### src/verilog/gct_pkg.sv
// Shared constants and types for the bus clear, trigger and serial poll block.
// Assumes bus lines are active low and reach the block through pad buffers.
package gct_pkg;

	// Interface command bytes as seen after inverting the active-low data lines.
	localparam logic [7:0] CMD_DCL = 8'h14;
	localparam logic [7:0] CMD_SDC = 8'h04;
	localparam logic [7:0] CMD_GET = 8'h08;
	localparam logic [7:0] CMD_SPE = 8'h18;
	localparam logic [7:0] CMD_SPD = 8'h19;
	localparam logic [7:0] CMD_UNL = 8'h3F;
	localparam logic [7:0] CMD_UNT = 8'h5F;
	// Upper three bits that mark listen and talk address groups.
	localparam logic [2:0] GRP_LISTEN = 3'h1;
	localparam logic [2:0] GRP_TALK = 3'h2;

	// Trigger source code that selects the bus group trigger.
	localparam logic [2:0] TRIG_SRC_GET = 3'h2;
	// Clock cycles the default restore occupies while the handshake is held.
	localparam logic [2:0] RESTORE_CYCLES = 3'h4;

	// Measurement modes that follow stored setup slot one.
	typedef struct packed {
		logic [2:0] range_code;
		logic [1:0] freq_code;
		logic filter_on;
		logic [2:0] rate_code;
		logic zero_on;
		logic trig_sweep;
		logic [2:0] trig_src;
		logic bias_on;
		logic [1:0] wave_code;
		logic [7:0] bias_first;
		logic [7:0] bias_last;
		logic [7:0] bias_step;
		logic [7:0] bias_dflt;
		logic [15:0] bias_count;
	} gct_meas_s;

	// Whole configurable operating set.
	typedef struct packed {
		gct_meas_s meas;
		logic [7:0] srq_mask;
		logic [1:0] term_code;
		logic drift_correction_setting;
	} gct_cfg_s;

	// Fixed defaults used at power-up; only the mask and terminator ones are also used on either clear message.
	localparam logic [2:0] RANGE_CODE_DEFAULT = 3'h4;
	localparam logic [1:0] FREQUENCY_CODE_DEFAULT = 2'h0;
	localparam logic [2:0] RATE_CODE_DEFAULT = 3'h3;
	localparam logic [7:0] SERVICE_REQUEST_MASK_DEFAULT = 8'h00;
	localparam logic [1:0] TERMINATOR_CODE_DEFAULT = 2'h0;
	localparam logic [15:0] BIAS_COUNT_DEFAULT = 16'h01C2;
	localparam logic [2:0] TRIG_SRC_DEFAULT = 3'h1;

	localparam gct_meas_s MEAS_DEFAULT = '{
		range_code: RANGE_CODE_DEFAULT, freq_code: FREQUENCY_CODE_DEFAULT,
		filter_on: 1'b1, rate_code: RATE_CODE_DEFAULT, zero_on: 1'b0,
		trig_sweep: 1'b1, trig_src: TRIG_SRC_DEFAULT, bias_on: 1'b0,
		wave_code: 2'h0, bias_first: 8'h00, bias_last: 8'h00, bias_step: 8'h00,
		bias_dflt: 8'h00, bias_count: BIAS_COUNT_DEFAULT};

	// Acceptor handshake states; one bit changes per step except from done back to ready.
	typedef enum logic [1:0] {
		AH_READY = 2'h0,
		AH_TAKE = 2'h1,
		AH_DONE = 2'h3
	} gct_ah_e;

	// Source handshake states for the status byte.
	typedef enum logic [1:0] {
		SH_IDLE = 2'h0,
		SH_WAIT = 2'h1,
		SH_DAV = 2'h3
	} gct_sh_e;

	// Complete register state of the block.
	typedef struct packed {
		logic [1:0] atn_s;
		logic [1:0] dav_s;
		logic [1:0] nrfd_s;
		logic [1:0] ndac_s;
		logic [15:0] dio_s;
		gct_ah_e ah;
		gct_sh_e sh;
		gct_cfg_s cfg;
		logic [2:0] restore_cnt;
		// Registered copy of a nonzero restore count, for the busy output.
		logic busy;
		logic listen;
		logic talk;
		logic spe;
		logic sent;
		logic srq_pend;
		logic drift_clr;
		logic meas_start;
		logic sweep_start;
		logic rx_valid;
		logic [7:0] rx_data;
		logic nrfd_oe;
		logic ndac_oe;
		logic dav_oe;
		logic [7:0] dio_oe;
	} gct_state_s;

	localparam gct_state_s STATE_RESET = '{
		ah: AH_READY, sh: SH_IDLE,
		cfg: '{meas: MEAS_DEFAULT, srq_mask: SERVICE_REQUEST_MASK_DEFAULT,
			term_code: TERMINATOR_CODE_DEFAULT, drift_correction_setting: 1'b0},
		restore_cnt: RESTORE_CYCLES, busy: 1'b1, nrfd_oe: 1'b1, ndac_oe: 1'b1,
		default: '0};

endpackage
### src/verilog/gct_clear_trigger_poll.sv
// Device end of the bus: clear messages, group trigger and serial poll.
// Assumes the pads invert nothing: every bus pin here is active low, and
// each open-drain line is pulled high outside while no output enable is set.
`timescale 1ns/1ns

// Operation
// - Universal clear restores every mode to default.
// - Defaults: 2nF, 100kHz, filter, 10/s, 450 count.
// - Measurement defaults come from setup slot 1.
// - Clear cancels drift correction and its constants.
// - Primary address survives any clear message.
// - Selective clear acts only when addressed listener.
// - Group trigger starts reading only with bus source.
// - Poll-enabled talker drives status byte when ATN released.
// - Each talk address gets its own status byte.
// - Status byte flags this device's service request.
module gct_clear_trigger_poll (
	// Clock and reset.
	input wire logic core_clk,
	input wire logic rstn,
	// Bus control lines, active low.
	input wire logic atn_n_i,
	input wire logic dav_n_i,
	output logic dav_n_o,
	output logic dav_n_oe,
	input wire logic nrfd_n_i,
	output logic nrfd_n_o,
	output logic nrfd_n_oe,
	input wire logic ndac_n_i,
	output logic ndac_n_o,
	output logic ndac_n_oe,
	output logic srq_n_o,
	output logic srq_n_oe,
	// Bus data lines, active low.
	input wire logic [7:0] dio_n_i,
	output logic [7:0] dio_n_o,
	output logic [7:0] dio_n_oe,
	// Instrument side controls.
	input wire logic [4:0] bus_addr,
	input wire gct_pkg::gct_meas_s setup1,
	input wire logic cfg_wr,
	input wire gct_pkg::gct_cfg_s cfg_wdata,
	input wire logic [7:0] status_byte,
	input wire logic srq_req,
	// Instrument side results.
	output gct_pkg::gct_cfg_s cfg,
	output logic drift_clr,
	output logic meas_start,
	output logic sweep_start,
	output logic restore_busy,
	output logic listen_active,
	output logic talk_active,
	output logic poll_enabled,
	output logic rx_valid,
	output logic [7:0] rx_data
);

	// Whole state and its next value.
	gct_pkg::gct_state_s s_q;
	gct_pkg::gct_state_s s_d;

	// Synchronised, active-high views of the bus lines.
	logic atn;
	logic dav;
	logic nrfd;
	logic ndac;
	logic [7:0] dio;
	// True while the block is a poll-enabled talker with ATN released.
	logic poll_talk;
	// Byte offered to the controller during a serial poll.
	logic [7:0] poll_byte;
	// Byte accepted and decoded in this cycle.
	logic take;
	// True when a clear of either kind must start.
	logic clear_hit;

	// Matches an address byte of a given group against the programmed address.
	function automatic logic addr_match(input logic [7:0] b, input logic [2:0] grp,
		input logic [4:0] addr);
		addr_match = (b[7:5] == grp) && (b[4:0] == addr);
	endfunction

	// Second synchroniser stage is the only one the logic looks at.
	assign atn = s_q.atn_s[1];
	assign dav = s_q.dav_s[1];
	assign nrfd = s_q.nrfd_s[1];
	assign ndac = s_q.ndac_s[1];
	assign dio = s_q.dio_s[15:8];

	// Status byte with bit 6 replaced by this device's own request flag.
	assign poll_byte = {status_byte[7], s_q.srq_pend, status_byte[5:0]};

	// Talker output only runs with ATN released and poll mode on.
	assign poll_talk = s_q.talk && s_q.spe && !atn;

	// A byte is taken only from the ready state once no restore is running.
	assign take = (s_q.ah == gct_pkg::AH_READY) && dav && (atn || s_q.listen) &&
		(s_q.restore_cnt == 3'h0);

	// Universal clear needs no address, selective clear needs our listen address.
	assign clear_hit = take && atn && ((dio == gct_pkg::CMD_DCL) ||
		((dio == gct_pkg::CMD_SDC) && s_q.listen));

	// Next-state logic for the whole block.
	always_comb begin
		s_d = s_q;
		// Pulses last one cycle.
		s_d.drift_clr = 1'b0;
		s_d.meas_start = 1'b0;
		s_d.sweep_start = 1'b0;
		s_d.rx_valid = 1'b0;

		// Two-flop synchronisers on every incoming pin, inverted to active high.
		s_d.atn_s = {s_q.atn_s[0], ~atn_n_i};
		s_d.dav_s = {s_q.dav_s[0], ~dav_n_i};
		s_d.nrfd_s = {s_q.nrfd_s[0], ~nrfd_n_i};
		s_d.ndac_s = {s_q.ndac_s[0], ~ndac_n_i};
		s_d.dio_s = {s_q.dio_s[7:0], ~dio_n_i};

		// Software writes of the operating set are ignored during a restore,
		// so a late write cannot undo a clear the controller just sent.
		if (cfg_wr && (s_q.restore_cnt == 3'h0)) begin
			s_d.cfg = cfg_wdata;
		end

		// Restore countdown; the defaults land on the last count.
		if (s_q.restore_cnt != 3'h0) begin
			s_d.restore_cnt = s_q.restore_cnt - 3'h1;
			if (s_q.restore_cnt == 3'h1) begin
				// Measurement modes follow the saved slot, the rest are fixed.
				s_d.cfg.meas = setup1;
				s_d.cfg.srq_mask = gct_pkg::SERVICE_REQUEST_MASK_DEFAULT;
				s_d.cfg.term_code = gct_pkg::TERMINATOR_CODE_DEFAULT;
				// Drift correction is turned off and its constants dropped.
				s_d.cfg.drift_correction_setting = 1'b0;
				s_d.drift_clr = 1'b1;
			end
		end

		// Acceptor handshake: commands under ATN, data bytes when listening.
		case (s_q.ah)
			gct_pkg::AH_READY: begin
				if (!(atn || s_q.listen)) begin
					// Not a party to this transfer: acceptance floats, but ready stays
					// held while a restore runs, so no byte can slip in before it ends.
					s_d.nrfd_oe = (s_q.restore_cnt != 3'h0);
					s_d.ndac_oe = 1'b0;
				end else if (take) begin
					// Byte captured: not ready for another, not yet accepted.
					s_d.nrfd_oe = 1'b1;
					s_d.ndac_oe = 1'b1;
					s_d.ah = gct_pkg::AH_TAKE;
				end else begin
					// Ready only once any restore has run out.
					s_d.nrfd_oe = (s_q.restore_cnt != 3'h0);
					s_d.ndac_oe = 1'b1;
				end
			end
			gct_pkg::AH_TAKE: begin
				// Acceptance is withheld while a clear is still being applied.
				if (s_q.restore_cnt == 3'h0) begin
					s_d.ndac_oe = 1'b0;
					s_d.ah = gct_pkg::AH_DONE;
				end
			end
			gct_pkg::AH_DONE: begin
				// Wait for the controller to drop data valid.
				if (!dav) begin
					s_d.ndac_oe = 1'b1;
					s_d.ah = gct_pkg::AH_READY;
				end
			end
			default: begin
				s_d.ah = gct_pkg::AH_READY;
			end
		endcase

		// Command and data decode on the byte just taken.
		if (take && atn) begin
			if (addr_match(dio, gct_pkg::GRP_LISTEN, bus_addr)) begin
				// Own listen address also makes the talker idle.
				s_d.listen = 1'b1;
				s_d.talk = 1'b0;
			end else if (dio == gct_pkg::CMD_UNL) begin
				s_d.listen = 1'b0;
			end else if (addr_match(dio, gct_pkg::GRP_TALK, bus_addr)) begin
				// Own talk address; listener goes idle.
				s_d.talk = 1'b1;
				s_d.listen = 1'b0;
			end else if ((dio[7:5] == gct_pkg::GRP_TALK) || (dio == gct_pkg::CMD_UNT)) begin
				// Another talker addressed, or untalk: drop talk.
				s_d.talk = 1'b0;
			end else if (dio == gct_pkg::CMD_SPE) begin
				s_d.spe = 1'b1;
			end else if (dio == gct_pkg::CMD_SPD) begin
				s_d.spe = 1'b0;
			end else if ((dio == gct_pkg::CMD_GET) && s_q.listen) begin
				// Trigger only when the bus trigger source is selected.
				if (s_q.cfg.meas.trig_src == gct_pkg::TRIG_SRC_GET) begin
					s_d.sweep_start = s_q.cfg.meas.trig_sweep;
					s_d.meas_start = !s_q.cfg.meas.trig_sweep;
				end
			end
		end else if (take) begin
			// Device-dependent byte, passed on for the command parser.
			s_d.rx_valid = 1'b1;
			s_d.rx_data = dio;
		end

		// Clear of either kind; the bus address is not part of the restored set.
		if (clear_hit) begin
			s_d.restore_cnt = gct_pkg::RESTORE_CYCLES;
		end
		// Busy is kept as its own flop so the output carries no decode logic.
		s_d.busy = (s_d.restore_cnt != 3'h0);

		// A status byte goes out once per ATN release, so each talk address
		// the controller sends during the poll gets a fresh answer.
		if (atn) begin
			s_d.sent = 1'b0;
		end

		// Source handshake for the status byte.
		case (s_q.sh)
			gct_pkg::SH_IDLE: begin
				s_d.dav_oe = 1'b0;
				s_d.dio_oe = 8'h00;
				if (poll_talk && !s_q.sent) begin
					// A set bit pulls its data line low.
					s_d.dio_oe = poll_byte;
					s_d.sh = gct_pkg::SH_WAIT;
				end
			end
			gct_pkg::SH_WAIT: begin
				if (!poll_talk) begin
					// ATN came back early: abandon the byte at once.
					s_d.dio_oe = 8'h00;
					s_d.sh = gct_pkg::SH_IDLE;
				end else if (!nrfd) begin
					// Every listener ready, data settled for a full cycle.
					s_d.dav_oe = 1'b1;
					s_d.sh = gct_pkg::SH_DAV;
				end
			end
			gct_pkg::SH_DAV: begin
				if (!poll_talk) begin
					s_d.dav_oe = 1'b0;
					s_d.dio_oe = 8'h00;
					s_d.sh = gct_pkg::SH_IDLE;
				end else if (!ndac) begin
					// Accepted: the reported request has now been seen.
					s_d.dav_oe = 1'b0;
					s_d.dio_oe = 8'h00;
					s_d.sent = 1'b1;
					s_d.srq_pend = 1'b0;
					s_d.sh = gct_pkg::SH_IDLE;
				end
			end
			default: begin
				s_d.sh = gct_pkg::SH_IDLE;
			end
		endcase

		// A new request in the same cycle as the poll read is kept.
		if (srq_req) begin
			s_d.srq_pend = 1'b1;
		end
	end

	// The one register bank; reset loads constants and starts a restore.
	always_ff @(posedge core_clk or negedge rstn) begin
		if (!rstn) begin
			s_q <= gct_pkg::STATE_RESET;
		end else begin
			s_q <= s_d;
		end
	end

	// Open-drain pins only ever pull low; the enable decides.
	assign dav_n_o = 1'b0;
	assign nrfd_n_o = 1'b0;
	assign ndac_n_o = 1'b0;
	assign srq_n_o = 1'b0;
	assign dio_n_o = 8'h00;
	assign dav_n_oe = s_q.dav_oe;
	assign nrfd_n_oe = s_q.nrfd_oe;
	assign ndac_n_oe = s_q.ndac_oe;
	assign srq_n_oe = s_q.srq_pend;
	assign dio_n_oe = s_q.dio_oe;

	// Instrument side results, each a flop of the state.
	assign cfg = s_q.cfg;
	assign drift_clr = s_q.drift_clr;
	assign meas_start = s_q.meas_start;
	assign sweep_start = s_q.sweep_start;
	assign restore_busy = s_q.busy;
	assign listen_active = s_q.listen;
	assign talk_active = s_q.talk;
	assign poll_enabled = s_q.spe;
	assign rx_valid = s_q.rx_valid;
	assign rx_data = s_q.rx_data;

endmodule

### config.mk
export PLATFORM = sky130hd
export DESIGN_NAME = gct_clear_trigger_poll
export DESIGN_NICKNAME = d
export VERILOG_FILES = /design/src/verilog/gct_pkg.sv /design/src/verilog/gct_clear_trigger_poll.sv
export SDC_FILE = /design/constraint.sdc
export NUM_CORES = 1
export LEC_CHECK = 0
export ABC_CLOCK_PERIOD_IN_PS = 3400
export BUFFER_PORTS_ARGS = -buffer_cell sky130_fd_sc_hd__clkbuf_2
export CAP_MARGIN = 30
export CORE_ASPECT_RATIO = 1.25
export CORE_UTILIZATION = 52
export DETAILED_ROUTE_END_ITERATION = 16
export PLACE_DENSITY = 0.87
export SLEW_MARGIN = 0
export SYNTH_ARGS = -nofsm -noshare
export SYNTH_HDL_FRONTEND = slang
export SYNTH_SLANG_ARGS = --single-unit
export TNS_END_PERCENT = 10
### constraint.sdc
create_clock -name core_clk -period 3.4 [get_ports core_clk]
set_input_delay 0 -clock core_clk [delete_from_list [all_inputs] [get_ports core_clk]]
set_output_delay 0 -clock core_clk [all_outputs]
set_load 0.05 [all_outputs]
==> impl_metrics.yaml <==
clock_tree:
  clock-sinks: 136
  clockBufferDepth: 2
  cts-root-buf: "clkbuf_16"
  ctsHtreeMaxLevel: 4
  clk_latency_ns: 0.42
  cts_tree: "built"
  cts_buffers: 17
  path_clk_slew_ns: 0.06
  cts_setup_buffers: 0
timing:
  hold_viol_final: 0
  worst_clock_skew_ns: 0.0154
  rsz0062_at_grt: "false"
  max_freq_mhz: 324
  finalCriticalPeriod_ns: 3.09
  fin_crit_sh_pct: 90.8
  tightest_slew_ns: 0.905
  slew_viol_final: 0
  setup-violations-final: 0
  slew_headroom_pct: 39.2
  setup_tns_ns: 0
worst_setup_path:
  critPathLaunchType: "flip-flop"
  end_kind: "flip-flop"
  cp_top_family: "buffers and inverters"
  max_stage_delay_ns: 0.58
  required_ns: 3.70
  arrival_ns: 3.39
  crit_chain: "inv_1 -> ha_1 -> nor2b_1 -> nand2_4 -> buf_12 -> mux2i_1 -> o21ai_0 -> dlygate4sd3_1"
  startpoint: "s_q[29]$_DFF_PN0_"
  r2r_start: "s_q[29]$_DFF_PN0_"
  crit_type: "reg2reg"
  crit_buf_inv: 3
  cp_max_fo: 39
  cp_slowest_cell: "dlygate4sd3_1"
power:
  p_leak_nw: 5.11
  pwr_density_cell_nw_per_um2: 991
  vdd_drop_max_uv: 583
floorplan:
  dieArea_um2: 13100
  start_util_pct: 53.7
  rows: 45
  core_area_um2: 12200
  die_x_um: 102
  dieHeight_um: 128
  pin_count: 286
placed_design:
  gp_congestion: 0.824
  hpwl_mm: 10.7
  numPortBuffers: 272
  dp_cells: 962
synth:
  synth_largest_area_cell: "dfrtp_1"
  synthFlopType: "dfrtp_1"
  syn_inst: 642
  yosysTopAreaCellShare_pct: 46.5
  synthArstFlopShare_pct: 100
  synth-seq-cells: 136
  ys_top_cells_by_area: "dfrtp_1, buf_4, mux2i_1, nand2_1, o21ai_0"
  ys_warn_count: 0
  synthTopCellsByCount: "dfrtp_1, nand2_1, buf_4"
  ys_seq_area_share_pct: 52.1
  avgSynthCellArea_um2: 10.2
  yosysMostFrequentCell: "dfrtp_1"
  mappedNetlistArea_um2: 6560
  ys_types: 43
  synth_edf_count: 0
hold_path:
  hold_class: "in2reg"
  hold_path.startpoint: "bus_addr[1]"
final_layout:
  stdcell_count: 1159
  drive_gt1_share_pct: 34.1
  fillers: 684
  regArea_um2: 3420
  final_nets: 1152
  multi_input_area_um2: 2210
  area_growth_pct: 46.6
grt:
  antenna_found_initial: 3
  grt_overflow_total: 0
  grt_max_degree: 97
  grt_pass1_vias: 6439
  grt_pass1_wl_mm: 31.1
  grt_usage_pct: 31.4
detailed_routing:
  drc_errors: 0
  wire_per_inst_um: 17.4
  routed_via_density: 5.12
  antenna_left: 0
  drt_iter0_markers: 251
  vias: 5931
  wirelength_mm: 20.2
  first_pass_iters: 7
run:
  drv_cap: 0
run_status:
  status: "completed"
==> worst paths after layout <==
kind                                                end  slack [ns]  depth (start not counted)
worst max-delay path                  cfg[30]$_DFF_PN0_        0.31                          8
worst min register to register         dio[7]$_DFF_PN0_        0.35                          0
worst max register to register        cfg[30]$_DFF_PN0_        0.31                          8
max in group asynchronous             cfg[75]$_DFF_PN1_        2.25                          3
min in group asynchronous        rx_data[1]$_DFFE_PN0P_        0.21                          2
worst min-delay path            talk_active$_DFFE_PN0P_        0.07                          5
==> power by group <==
part / switching, mW / internal [mW]
Clock: 0.748 / 1.25
Combinational: 3.14 / 1.76
Sequential: 0.393 / 2.25
==> area by class of cell <==
| cell class | instances | share of cell area, % |
|---|---|---|
| antenna | 3 | 0.0780 |
| inverter | 22 | 0.858 |
| clock inverter | 15 | 2.25 |
| clock buffer | 17 | 4.42 |
| sequential | 136 | 35.5 |
| tap | 164 | 2.13 |
| timing repair buffer | 439 | 31.7 |
| multi-input combinational | 363 | 23.0 |
==> registers in the layout, indices dropped and copies added, names as in the netlist, 8 cells and up <==
register  flops
cfg          76
s_d          12
dio           8
dio_n_oe      8
rx_data       8
s_q           8
==> layer usage <==
| layer | global-route usage, % | vias up | wire, um |
|---|---|---|---|
| met5 | 0 | - | 0 |
| met4 | 17.8 | 0 | 818 |
| met3 | 7.82 | 74 | 1340 |
| met2 | 55.6 | 311 | 10700 |
| li1 | - | 2704 | - |
| met1 | 33.4 | 2842 | 7300 |
==> logic make-up (layout without fill, tap and decap cells) <==
family                     count (synthesis)  in the layout  share of synthesized area [%]
and+or+nand+nor                          162            162                           10.8
buffers and inverters                    154            493                           14.9
DFF                                      136            136                           52.1
AOI/OAI and AO/OA                        104            104                           8.48
muxes                                     76             76                           12.2
xor gates and xnor gates                   6              6                          0.801
adders and majority gates                  3              3                          0.572
other                                      1             15                         0.0571
==> cells in the final DEF, fill, tap and decap left out, types with 7 or more instances in the layout <==
cell           netlist  routed
mux2_4               8       8
dfrtp_1            122     122
o21ai_0             77      77
inv_1               22      22
clkbuf_2             0     271
mux2i_1             68      68
dfstp_2             14      14
clkbuf_16            0      17
nor2_1               9       9
a21oi_1             15      15
nand2_1            115     114
nor3_1               7       7
conb_1               1      12
dlygate4sd3_1        0     162
==> what timing repair did <==
item / CTS / global route
endpoints found under the hold margin: 180 / 0
hold buffers: 162 / 0
gates resized for setup: 0 / 0
==> worst reg2reg max path, stage by stage (launching register included) <==
cell,delay (ns)
dfrtp_1,0.41
inv_1,0.12
ha_1,0.23
nor2b_1,0.41
nand2_4,0.47
buf_12,0.38
mux2i_1,0.24
o21ai_0,0.13
dlygate4sd3_1,0.58
==> per-stage QoR <==
stage          util (%)  hold WS [ns]  power [mW]  area (um2)  setup slack [ns]
2_1_floorplan         -        -0.296        6.19        6610              1.43
3_3_place_gp       60.2         0.144        6.32        7350              1.05
3_5_place_dp       60.2         0.146        6.45        7350             0.910
4_1_cts            78.7        0.0372        9.34        9620             0.347
5_1_grt            78.8        0.0971        9.96        9620             0.113
6_report           78.8        0.0664        9.54        9620             0.312
Note: power is estimated with default switching activity, not from simulation.
